===== src/logic/timer_consts.vh =====
`ifndef TIMER_CONSTS_VH
`define TIMER_CONSTS_VH

// Register byte addresses on the word-wide peripheral bus.
`define OFS_VECTOR    16'h012e
`define OFS_CTL       16'h0160
`define OFS_CH0CTL    16'h0162
`define OFS_CH1CTL    16'h0164
`define OFS_COUNT     16'h0170
`define OFS_CH0VAL    16'h0172
`define OFS_CH1VAL    16'h0174

// Timer control fields.
`define CTL_SRC_HI    9
`define CTL_SRC_LO    8
`define CTL_DIV_HI    7
`define CTL_DIV_LO    6
`define CTL_MODE_HI   5
`define CTL_MODE_LO   4
`define CTL_CLEAR     2
`define CTL_OVF_IE    1
`define CTL_OVF_FLAG  0
`define CTL_RW_MASK   16'h03f3
`define CTL_RESET     16'h0000

// Counting modes.
`define MODE_STOP     2'h0
`define MODE_UP       2'h1
`define MODE_CONT     2'h2
`define MODE_UPDN     2'h3

// Clock source and capture input selections.
`define SEL_A         2'h0
`define SEL_B         2'h1
`define SEL_GND       2'h2
`define SEL_VCC       2'h3
`define SRC_EXT       2'h0
`define SRC_AUX       2'h1
`define SRC_SUBMAIN   2'h2
`define SRC_EXT2      2'h3

// Channel control fields.
`define CC_EDGE_HI    15
`define CC_EDGE_LO    14
`define CC_SEL_HI     13
`define CC_SEL_LO     12
`define CC_CAPTURE    8
`define CC_OMODE_HI   7
`define CC_OMODE_LO   5
`define CC_IE         4
`define CC_IN         3
`define CC_OUTBIT     2
`define CC_COV        1
`define CC_FLAG       0
`define CC_RW_MASK    16'hf1f7
`define CC_RESET      16'h0000

// Capture edge choices.
`define EDGE_NONE     2'h0
`define EDGE_RISE     2'h1
`define EDGE_FALL     2'h2
`define EDGE_BOTH     2'h3

// Output modes.
`define OM_BIT        3'h0
`define OM_SET        3'h1
`define OM_TGL_RST    3'h2
`define OM_SET_RST    3'h3
`define OM_TOGGLE     3'h4
`define OM_RESET      3'h5
`define OM_TGL_SET    3'h6
`define OM_RST_SET    3'h7

// Vector codes and counter limits.
`define VEC_NONE      16'h0000
`define VEC_CH1       16'h0002
`define VEC_OVF       16'h000a
`define COUNT_ZERO    16'h0000
`define COUNT_ONE     16'h0001
`define COUNT_MAX     16'hffff

`endif


===== src/logic/timer_two_channel.v =====
`include "timer_consts.vh"

// Notes on behaviour
// - Sixteen-bit counter with two sixteen-bit channels.
// - Each channel captures or compares; PWM, intervals.
// - Counter overflow can raise an interrupt request.
// - Each channel raises its own interrupt request.
// - Channel capture inputs: pins, auxiliary (channel 0 only), ground, supply.
module timer_two_channel #(
    parameter WIDTH = 16
) (
    // Clock and reset.
    input  wire             ref_clk,
    input  wire             rst,
    // Peripheral register port, byte addressed, word wide.
    input  wire [15:0]      busAddr,
    input  wire             busWrite,
    input  wire             busRead,
    input  wire [15:0]      busWrData,
    output reg  [15:0]      busRdData_reg,
    // Clock sources and capture pins, all asynchronous.
    input  wire             timerExtClockIn,
    input  wire             auxClock,
    input  wire             submainClock,
    input  wire             chan0CaptureInA,
    input  wire             chan1CaptureInA,
    input  wire             chan1CaptureInB,
    // Interrupt requests.
    output reg              overflowIrq_reg,
    output reg              chan0Irq_reg,
    output reg              chan1Irq_reg,
    // Channel output pins.
    output wire             channel0Pin,
    output wire             channel1Pin
);

    ////////////////////////////////////////////////////////////////////////
    // Helper functions.

    // Flag update: software write first, then hardware set, so a set that
    // lands with a clear is never lost.
    function [15:0] flagUpd;
        input [15:0] cur;
        input        wr;
        input [15:0] data;
        input [15:0] rwMask;
        input        clrFlag;
        input        setFlag;
        input        setCov;
        reg   [15:0] tmp;
        begin
            tmp = wr ? ((data & rwMask) | (cur & ~rwMask)) : cur;
            if (clrFlag) tmp[`CC_FLAG] = 1'b0;
            if (setFlag) tmp[`CC_FLAG] = 1'b1;
            if (setCov)  tmp[`CC_COV]  = 1'b1;
            flagUpd = tmp;
        end
    endfunction

    // Four-way selection of an input bit.
    function pick4;
        input [1:0] sel;
        input       a;
        input       b;
        input       c;
        input       d;
        begin
            case (sel)
                2'h0:    pick4 = a;
                2'h1:    pick4 = b;
                2'h2:    pick4 = c;
                default: pick4 = d;
            endcase
        end
    endfunction

    ////////////////////////////////////////////////////////////////////////
    // Synchronisers for all outside inputs: two stages, then a third
    // stage only so that edges can be found without touching stage one.
    reg  [5:0] syncA_reg;   // First stage, read only by the second.
    reg  [5:0] syncB_reg;   // Second stage, safe to use.
    reg  [5:0] syncC_reg;   // Delayed copy for edge detection.

    always @(posedge ref_clk or posedge rst) begin
        if (rst) begin
            syncA_reg <= 6'h00;
            syncB_reg <= 6'h00;
            syncC_reg <= 6'h00;
        end else begin
            syncA_reg <= {chan1CaptureInB, chan1CaptureInA, chan0CaptureInA,
                          submainClock, auxClock, timerExtClockIn};
            syncB_reg <= syncA_reg;
            syncC_reg <= syncB_reg;
        end
    end

    ////////////////////////////////////////////////////////////////////////
    // Registers.
    reg  [15:0]      ctl_reg;       // Timer control.
    reg  [15:0]      ch0Ctl_reg;    // Channel 0 control.
    reg  [15:0]      ch1Ctl_reg;    // Channel 1 control.
    reg  [WIDTH-1:0] count_reg;     // Counter.
    reg  [WIDTH-1:0] count_next;
    reg              down_reg;      // Up/down mode is heading down.
    reg              down_next;
    reg              ovfEvent;      // Counter wrapped to zero.
    reg  [2:0]       divCnt_reg;    // Input divider.
    reg              step_reg;      // Counter ticked or was written last cycle.
    reg  [15:0]      rdData;

    wire [1:0] mode   = ctl_reg[`CTL_MODE_HI:`CTL_MODE_LO];
    wire [1:0] divSel = ctl_reg[`CTL_DIV_HI:`CTL_DIV_LO];
    wire [2:0] divMask = (3'h1 << divSel) - 3'h1;

    // Clock source edge, after the divider.
    wire srcLevel = pick4(ctl_reg[`CTL_SRC_HI:`CTL_SRC_LO], syncB_reg[0],
                          syncB_reg[1], syncB_reg[2], syncB_reg[0]);
    wire srcPrev  = pick4(ctl_reg[`CTL_SRC_HI:`CTL_SRC_LO], syncC_reg[0],
                          syncC_reg[1], syncC_reg[2], syncC_reg[0]);
    wire srcEdge  = srcLevel & ~srcPrev;
    wire tick     = srcEdge & (divCnt_reg == divMask) &
                    (mode != `MODE_STOP);

    // Capture input selection per channel.
    wire cap0Level = pick4(ch0Ctl_reg[`CC_SEL_HI:`CC_SEL_LO], syncB_reg[3],
                           syncB_reg[1], 1'b0, 1'b1);
    wire cap1Level = pick4(ch1Ctl_reg[`CC_SEL_HI:`CC_SEL_LO], syncB_reg[4],
                           syncB_reg[5], 1'b0, 1'b1);

    // Bus decodes.
    wire wrCtl   = busWrite & (busAddr == `OFS_CTL);
    wire wrCh0C  = busWrite & (busAddr == `OFS_CH0CTL);
    wire wrCh1C  = busWrite & (busAddr == `OFS_CH1CTL);
    wire wrCount = busWrite & (busAddr == `OFS_COUNT);
    wire wrCh0V  = busWrite & (busAddr == `OFS_CH0VAL);
    wire wrCh1V  = busWrite & (busAddr == `OFS_CH1VAL);
    wire rdVec   = busRead  & (busAddr == `OFS_VECTOR);
    wire clearCnt = wrCtl & busWrData[`CTL_CLEAR];

    // Reading the vector clears the source it reports, channel 1 first.
    wire vecCh1  = ch1Ctl_reg[`CC_FLAG];
    wire vecOvf  = ~vecCh1 & ctl_reg[`CTL_OVF_FLAG];

    wire [WIDTH-1:0] ch0Value;
    wire [WIDTH-1:0] ch1Value;
    wire             ch0Event;
    wire             ch1Event;
    wire             ch0Equal;

    ////////////////////////////////////////////////////////////////////////
    // Counter next state for each mode.
    always @* begin
        count_next = count_reg;
        down_next  = down_reg;
        ovfEvent   = 1'b0;
        if (clearCnt) begin
            count_next = `COUNT_ZERO;
            down_next  = 1'b0;
        end else if (wrCount) begin
            count_next = busWrData;
        end else if (tick) begin
            case (mode)
                `MODE_UP: begin
                    // Period set by channel 0; wrap counts as overflow.
                    if (count_reg >= ch0Value) begin
                        count_next = `COUNT_ZERO;
                        ovfEvent   = 1'b1;
                    end else begin
                        count_next = count_reg + `COUNT_ONE;
                    end
                end
                `MODE_CONT: begin
                    if (count_reg == `COUNT_MAX) begin
                        count_next = `COUNT_ZERO;
                        ovfEvent   = 1'b1;
                    end else begin
                        count_next = count_reg + `COUNT_ONE;
                    end
                end
                `MODE_UPDN: begin
                    if (!down_reg) begin
                        if (count_reg >= ch0Value) begin
                            down_next  = 1'b1;
                            count_next = (count_reg == `COUNT_ZERO) ?
                                         `COUNT_ZERO :
                                         count_reg - `COUNT_ONE;
                        end else begin
                            count_next = count_reg + `COUNT_ONE;
                        end
                    end else if (count_reg <= `COUNT_ONE) begin
                        // Reaching zero on the way down ends the period.
                        count_next = `COUNT_ZERO;
                        down_next  = 1'b0;
                        ovfEvent   = 1'b1;
                    end else begin
                        count_next = count_reg - `COUNT_ONE;
                    end
                end
                default: count_next = count_reg;
            endcase
        end
    end

    ////////////////////////////////////////////////////////////////////////
    // Read data mux; the live input level shows in each channel control.
    always @* begin
        case (busAddr)
            `OFS_VECTOR: rdData = vecCh1 ? `VEC_CH1 :
                                  (vecOvf ? `VEC_OVF : `VEC_NONE);
            `OFS_CTL:    rdData = ctl_reg;
            `OFS_CH0CTL: rdData = {ch0Ctl_reg[15:4], cap0Level,
                                   ch0Ctl_reg[2:0]};
            `OFS_CH1CTL: rdData = {ch1Ctl_reg[15:4], cap1Level,
                                   ch1Ctl_reg[2:0]};
            `OFS_COUNT:  rdData = count_reg;
            `OFS_CH0VAL: rdData = ch0Value;
            `OFS_CH1VAL: rdData = ch1Value;
            default:     rdData = `COUNT_ZERO;
        endcase
    end

    // Next values of the control registers, used for the irq outputs too.
    wire [15:0] ctlNext = flagUpd(ctl_reg, wrCtl, busWrData, `CTL_RW_MASK,
                                  rdVec & vecOvf, ovfEvent, 1'b0);
    wire [15:0] ch0Next = flagUpd(ch0Ctl_reg, wrCh0C, busWrData,
                                  `CC_RW_MASK, 1'b0, ch0Event,
                                  ch0Event & ch0Ctl_reg[`CC_CAPTURE] &
                                  ch0Ctl_reg[`CC_FLAG]);
    wire [15:0] ch1Next = flagUpd(ch1Ctl_reg, wrCh1C, busWrData,
                                  `CC_RW_MASK, rdVec & vecCh1, ch1Event,
                                  ch1Event & ch1Ctl_reg[`CC_CAPTURE] &
                                  ch1Ctl_reg[`CC_FLAG]);

    ////////////////////////////////////////////////////////////////////////
    // State registers and registered outputs.
    always @(posedge ref_clk or posedge rst) begin
        if (rst) begin
            ctl_reg         <= `CTL_RESET;
            ch0Ctl_reg      <= `CC_RESET;
            ch1Ctl_reg      <= `CC_RESET;
            count_reg       <= `COUNT_ZERO;
            down_reg        <= 1'b0;
            divCnt_reg      <= 3'h0;
            step_reg        <= 1'b0;
            busRdData_reg   <= `COUNT_ZERO;
            overflowIrq_reg <= 1'b0;
            chan0Irq_reg    <= 1'b0;
            chan1Irq_reg    <= 1'b0;
        end else begin
            ctl_reg    <= ctlNext;
            ch0Ctl_reg <= ch0Next;
            ch1Ctl_reg <= ch1Next;
            count_reg  <= count_next;
            down_reg   <= down_next;
            step_reg   <= tick | wrCount;
            // The divider restarts on clear so the first period is whole.
            if (clearCnt || tick) begin
                divCnt_reg <= 3'h0;
            end else if (srcEdge) begin
                divCnt_reg <= divCnt_reg + 3'h1;
            end
            busRdData_reg   <= busRead ? rdData : `COUNT_ZERO;
            overflowIrq_reg <= ctlNext[`CTL_OVF_FLAG] &
                               ctlNext[`CTL_OVF_IE];
            chan0Irq_reg    <= ch0Next[`CC_FLAG] & ch0Next[`CC_IE];
            chan1Irq_reg    <= ch1Next[`CC_FLAG] & ch1Next[`CC_IE];
        end
    end

    ////////////////////////////////////////////////////////////////////////
    // The two channels.
    cc_channel #(.WIDTH(WIDTH)) channel0Unit (
        .refClk      (ref_clk),
        .rst         (rst),
        .countValue  (count_reg),
        .countStep   (step_reg),
        .periodHit   (ch0Equal),
        .captureMode (ch0Ctl_reg[`CC_CAPTURE]),
        .captureEdge (ch0Ctl_reg[`CC_EDGE_HI:`CC_EDGE_LO]),
        .outMode     (ch0Ctl_reg[`CC_OMODE_HI:`CC_OMODE_LO]),
        .outBit      (ch0Ctl_reg[`CC_OUTBIT]),
        .captureLevel(cap0Level),
        .wrValue     (wrCh0V),
        .wrData      (busWrData),
        .value_reg   (ch0Value),
        .event_reg   (ch0Event),
        .pin_reg     (channel0Pin),
        .equalHit    (ch0Equal)
    );

    cc_channel #(.WIDTH(WIDTH)) channel1Unit (
        .refClk      (ref_clk),
        .rst         (rst),
        .countValue  (count_reg),
        .countStep   (step_reg),
        .periodHit   (ch0Equal),
        .captureMode (ch1Ctl_reg[`CC_CAPTURE]),
        .captureEdge (ch1Ctl_reg[`CC_EDGE_HI:`CC_EDGE_LO]),
        .outMode     (ch1Ctl_reg[`CC_OMODE_HI:`CC_OMODE_LO]),
        .outBit      (ch1Ctl_reg[`CC_OUTBIT]),
        .captureLevel(cap1Level),
        .wrValue     (wrCh1V),
        .wrData      (busWrData),
        .value_reg   (ch1Value),
        .event_reg   (ch1Event),
        .pin_reg     (channel1Pin),
        .equalHit    ()
    );

endmodule


===== src/logic/cc_channel.v =====
`include "timer_consts.vh"

// One capture/compare channel: holds a value, captures the counter on a
// chosen edge of its input, or compares against it and drives a pin.
module cc_channel #(
    parameter WIDTH = 16
) (
    // Clock and reset.
    input  wire             refClk,
    input  wire             rst,
    // Counter side.
    input  wire [WIDTH-1:0] countValue,
    input  wire             countStep,
    input  wire             periodHit,
    // Configuration from the channel control register, and the selected input level.
    input  wire             captureMode,
    input  wire [1:0]       captureEdge,
    input  wire [2:0]       outMode,
    input  wire             outBit,
    input  wire             captureLevel,
    // Software write of the stored value.
    input  wire             wrValue,
    input  wire [WIDTH-1:0] wrData,
    // Results.
    output reg  [WIDTH-1:0] value_reg,
    output reg              event_reg,
    output reg              pin_reg,
    output wire             equalHit
);

    reg levelPrev_reg;  // Previous captured-input level for edge finding.
    wire rise;
    wire fall;
    wire capHit;

    assign rise     = captureLevel & ~levelPrev_reg;
    assign fall     = ~captureLevel & levelPrev_reg;
    assign capHit   = captureMode &
                      ((captureEdge[0] & rise) | (captureEdge[1] & fall));
    // Equality is judged only on the cycle after the counter moved, so one
    // counter value yields exactly one event however long it stands.
    assign equalHit = countStep & (countValue == value_reg);

    ////////////////////////////////////////////////////////////////////////
    // Value, event and pin registers.
    always @(posedge refClk or posedge rst) begin
        if (rst) begin
            value_reg     <= `COUNT_ZERO;
            event_reg     <= 1'b0;
            pin_reg       <= 1'b0;
            levelPrev_reg <= 1'b0;
        end else begin
            levelPrev_reg <= captureLevel;
            // A capture wins over a software write in the same cycle.
            if (capHit) begin
                value_reg <= countValue;
            end else if (wrValue) begin
                value_reg <= wrData;
            end
            event_reg <= captureMode ? capHit : equalHit;
            // Output unit: compare match first, period match second.
            if (captureMode || outMode == `OM_BIT) begin
                pin_reg <= outBit;
            end else if (equalHit) begin
                case (outMode)
                    `OM_SET, `OM_SET_RST, `OM_RST_SET: pin_reg <= 1'b1;
                    `OM_RESET, `OM_TGL_RST, `OM_TGL_SET: begin
                        pin_reg <= (outMode == `OM_RESET) ? 1'b0 : ~pin_reg;
                    end
                    `OM_TOGGLE: pin_reg <= ~pin_reg;
                    default:    pin_reg <= outBit;
                endcase
            end else if (periodHit) begin
                // PWM modes flip back at the end of the period.
                case (outMode)
                    `OM_TGL_RST, `OM_SET_RST: pin_reg <= 1'b0;
                    `OM_TGL_SET:              pin_reg <= 1'b1;
                    `OM_RST_SET:              pin_reg <= 1'b0;
                    default:                  pin_reg <= pin_reg;
                endcase
            end
        end
    end

endmodule


===== config.mk =====
export PLATFORM = sky130hd
export DESIGN_NAME = timer_two_channel
export DESIGN_NICKNAME = d
export VERILOG_FILES = /design/src/logic/timer_two_channel.v /design/src/logic/cc_channel.v
export VERILOG_INCLUDE_DIRS = /design/src /design/src/logic
export SDC_FILE = /design/constraint.sdc
export NUM_CORES = 1
export LEC_CHECK = 0
export BUFFER_PORTS_ARGS = -buffer_cell sky130_fd_sc_hd__buf_2
export CELL_PAD_IN_SITES_DETAIL_PLACEMENT = 0
export CELL_PAD_IN_SITES_GLOBAL_PLACEMENT = 1
export CORE_MARGIN = 5
export CORE_UTILIZATION = 46
export DETAILED_ROUTE_END_ITERATION = 8
export GPL_ROUTABILITY_DRIVEN = 0
export GPL_TIMING_DRIVEN = 1
export PLACE_DENSITY_LB_ADDON = 0.1
export SYNTH_ARGS = -nofsm -noshare
export SYNTH_HDL_FRONTEND = slang
export SYNTH_SLANG_ARGS = --single-unit

===== constraint.sdc =====
create_clock -name ref_clk -period 4.93 [get_ports ref_clk]
set_input_delay 0.493 -clock ref_clk [delete_from_list [all_inputs] [get_ports ref_clk]]
set_output_delay 0.493 -clock ref_clk [all_outputs]
set_load 0.01 [all_outputs]

==> impl_metrics.yaml <==
power:
  vdd_drop_max_v: 0.000254
  p_leak_nw: 4.00
  pwr_density_cell_nw_per_um2: 327
  power_frac_comb_pct: 15.5
  switchingPower_mw: 0.865
  p_sw_share_pct: 30.5
  p_clk_share_pct: 44.2
  p_int_mw: 1.97
  p_seq_share_pct: 40.3
drt:
  wl_per_cell_um: 21.4
  drt_pass1_iterations: 5
  vias_per_cell: 5.95
  antenna_left: 0
  wirelength_mm: 24.4
  drt_iter0_markers: 566
  via_count: 6804
  drc: 0
cells_and_area:
  finalNetCount: 979
  layoutNonFillerInstCount: 1143
  area_delta_synth_final_pct: 13.9
  fin_util_pct: 52.8
  fill_cells: 1536
  antenna_cells: 0
  drive_gt1_share_pct: 15.7
setup_path:
  critical_path.startpoint: "count_reg[0]$_DFFE_PP0P_"
  crit_path_max_fanout: 10
  reg2reg_to: "count_reg[1]$_DFFE_PP0P_"
  worstPathArrival_ns: 3.54
  cp-end-kind: "register"
  start_kind: "register"
  crit_end: "count_reg[1]$_DFFE_PP0P_"
  rrSetupSlack_ns: 1.74
  reg2reg_depth: 10
  path_class: "reg -> reg"
  reg2reg_from: "count_reg[0]$_DFFE_PP0P_"
  required_ns: 5.28
yosys:
  synth_cell_types: 75
  synth_top_area_cell: "dfrtp_1"
  synth_top_area_share_pct: 41.1
  synth_nets: 937
  ys.flop_type: "dfrtp_1"
  yosysWarnings: 0
  synthTopCellsByArea: "dfrtp_1 41%, mux2i_1 5.5%, nand2_1 5.1%"
  netlist_top_cells_count: "125 x dfrtp_1, 103 x nand2_1, 99 x nor2_1"
  async_reset_ff_share_pct: 100
  synth_area_um2: 7610
  yosysSeqAreaShare_pct: 41.1
  synth.avg_cell_area_um2: 8.76
  synth_most_common_cell: "dfrtp_1"
  syn_inst: 868
  yosys_register_bits: 125
  synth_edf_count: 0
clocking:
  path_clk_slew_ns: 0.06
  cts_setup_buffers: 0
  clock-sinks: 125
  htree_levels: 4
  cts-resized-gates: 0
  cts_tree: "done"
  clock_latency_ns: 0.43
  clock_path_buffers: 2
  cts-root-buf: "clkbuf_16"
  numCtsBuffers: 17
  cts_hold_buf: 0
grt:
  grt_max_degree: 54
  overflow: 0
  grt_use_total_pct: 25.6
  grt_pass1_wl_mm: 38.4
  antenna_found_initial: 0
  grt_pass1_vias: 6653
floorplanning:
  die_x_um: 139
  die_area_um2: 19200
  pin_count: 63
  die_height_um: 139
  core_area_um2: 16400
  start_util_pct: 46.4
  fp-row-count: 47
sta:
  tightest_slew_ns: 1.20
  drv_slew: 0
  finalCritPeriodShare_pct: 64.7
  period_minus_slack_ns: 3.19
  final.setup.worst_slack_ns: 1.74
  setup-tns-final_ns: 0
  fmax_mhz: 314
  hold_viol: 0
  max-slew-margin-rel_pct: 19.3
  setup_violations: 0
  rsz0062_at_grt: "false"
  clock_skew_ns: 0.00940
  holdWs_ns: 0.0718
worst_hold_path:
  hold_path_class: "in -> async"
place:
  io_buffer_count: 62
  dp.cells: 1111
  hpwlAfterDp_mm: 17.8
  post-place-ws_ns: 1.77
outcome:
  status: "completed"
flow_run:
  drv_cap: 0
==> metrics by stage <==
step                power (mW)  area (µm²)
finish                    2.83        8670
global route              2.94        8670
CTS                       2.84        8670
detailed placement        1.59        8080
global placement          1.58        8080
floorplan                 1.45        7610
==> power groups by stage <==
stage          logic [mW]  clock network (mW)  registers (mW)
2_1_floorplan       0.349                   0            1.10
3_3_place_gp        0.427                   0            1.15
3_5_place_dp        0.434                   0            1.16
4_1_cts             0.436                1.27            1.14
5_1_grt             0.483                1.31            1.15
6_report            0.440                1.25            1.14
==> cells by family (layout without fill, tap and decap cells) <==
family / count (synthesis) / in the layout / share of synthesized area, %
buffers and inverters: 83 / 138 / 4.34
XOR/XNOR: 21 / 21 / 2.42
multiplexers: 57 / 57 / 7.75
AO/OA/AOI/OAI: 234 / 234 / 19.7
AND/OR/NAND/NOR: 321 / 321 / 20.3
flip-flops: 125 / 125 / 41.1
adder cells (fa/ha/maj): 27 / 27 / 4.44
==> per-layer routing <==
layer | track usage [%] | vias up | wire length, µm
met2 | 41.1 | 250 | 11400
met5 | 0 | - | 0
li1 | - | 3216 | -
met3 | 4.31 | 50 | 1560
met1 | 34.9 | 3288 | 10700
met4 | 10.0 | 0 | 764
==> cells in the final DEF, fill, tap and decap left out, types with 19 or more instances in the layout <==
master and n:
a21oi_1 73, a22oi_1 19, buf_2 62, dfrtp_1 125
ha_1 27, inv_1 30, mux2i_1 42, nand2_1 103
nand3_1 19, nor2_1 99, o21ai_0 57, xnor2_1 20
==> layout make-up <==
| type | count | area, µm² | area share [%] |
|---|---|---|---|
| clock buffers | 18 | 439 | 5.07 |
| clock inverters | 14 | 146 | 1.69 |
| inverters | 32 | 123 | 1.41 |
| multi-input cells | 660 | 4160 | 48.0 |
| flip-flops and latches | 125 | 3130 | 36.1 |
| well taps | 220 | 275 | 3.18 |
| repair buffers | 74 | 400 | 4.62 |
==> worst min path at each step <==
stage                            from                               end  depth (start not counted)
6_report                          rst  channel1Unit.pin_reg$_DFFE_PP0P_                          2
3_5_place_dp   syncA_reg[1]$_DFF_PP0_            syncB_reg[1]$_DFF_PP0_                          0
5_1_grt                           rst  channel1Unit.pin_reg$_DFFE_PP0P_                          2
2_1_floorplan  syncA_reg[0]$_DFF_PP0_            syncB_reg[0]$_DFF_PP0_                          0
4_1_cts                           rst  channel1Unit.pin_reg$_DFFE_PP0P_                          2
3_3_place_gp   syncA_reg[4]$_DFF_PP0_            syncB_reg[4]$_DFF_PP0_                          0
==> critical path, stage by stage, from the launching register on <==
cell and delay (ns):
dfrtp_1 0.55, inv_1 0.16, ha_1 0.31, nand2b_1 0.15
a2111o_1 0.42, and3_1 0.19, nor3_1 0.69, nand2_1 0.12
a221oi_1 0.34, nor3_1 0.09, o22ai_1 0.10
No activity file was read; power rests on OpenSTA's default activity.
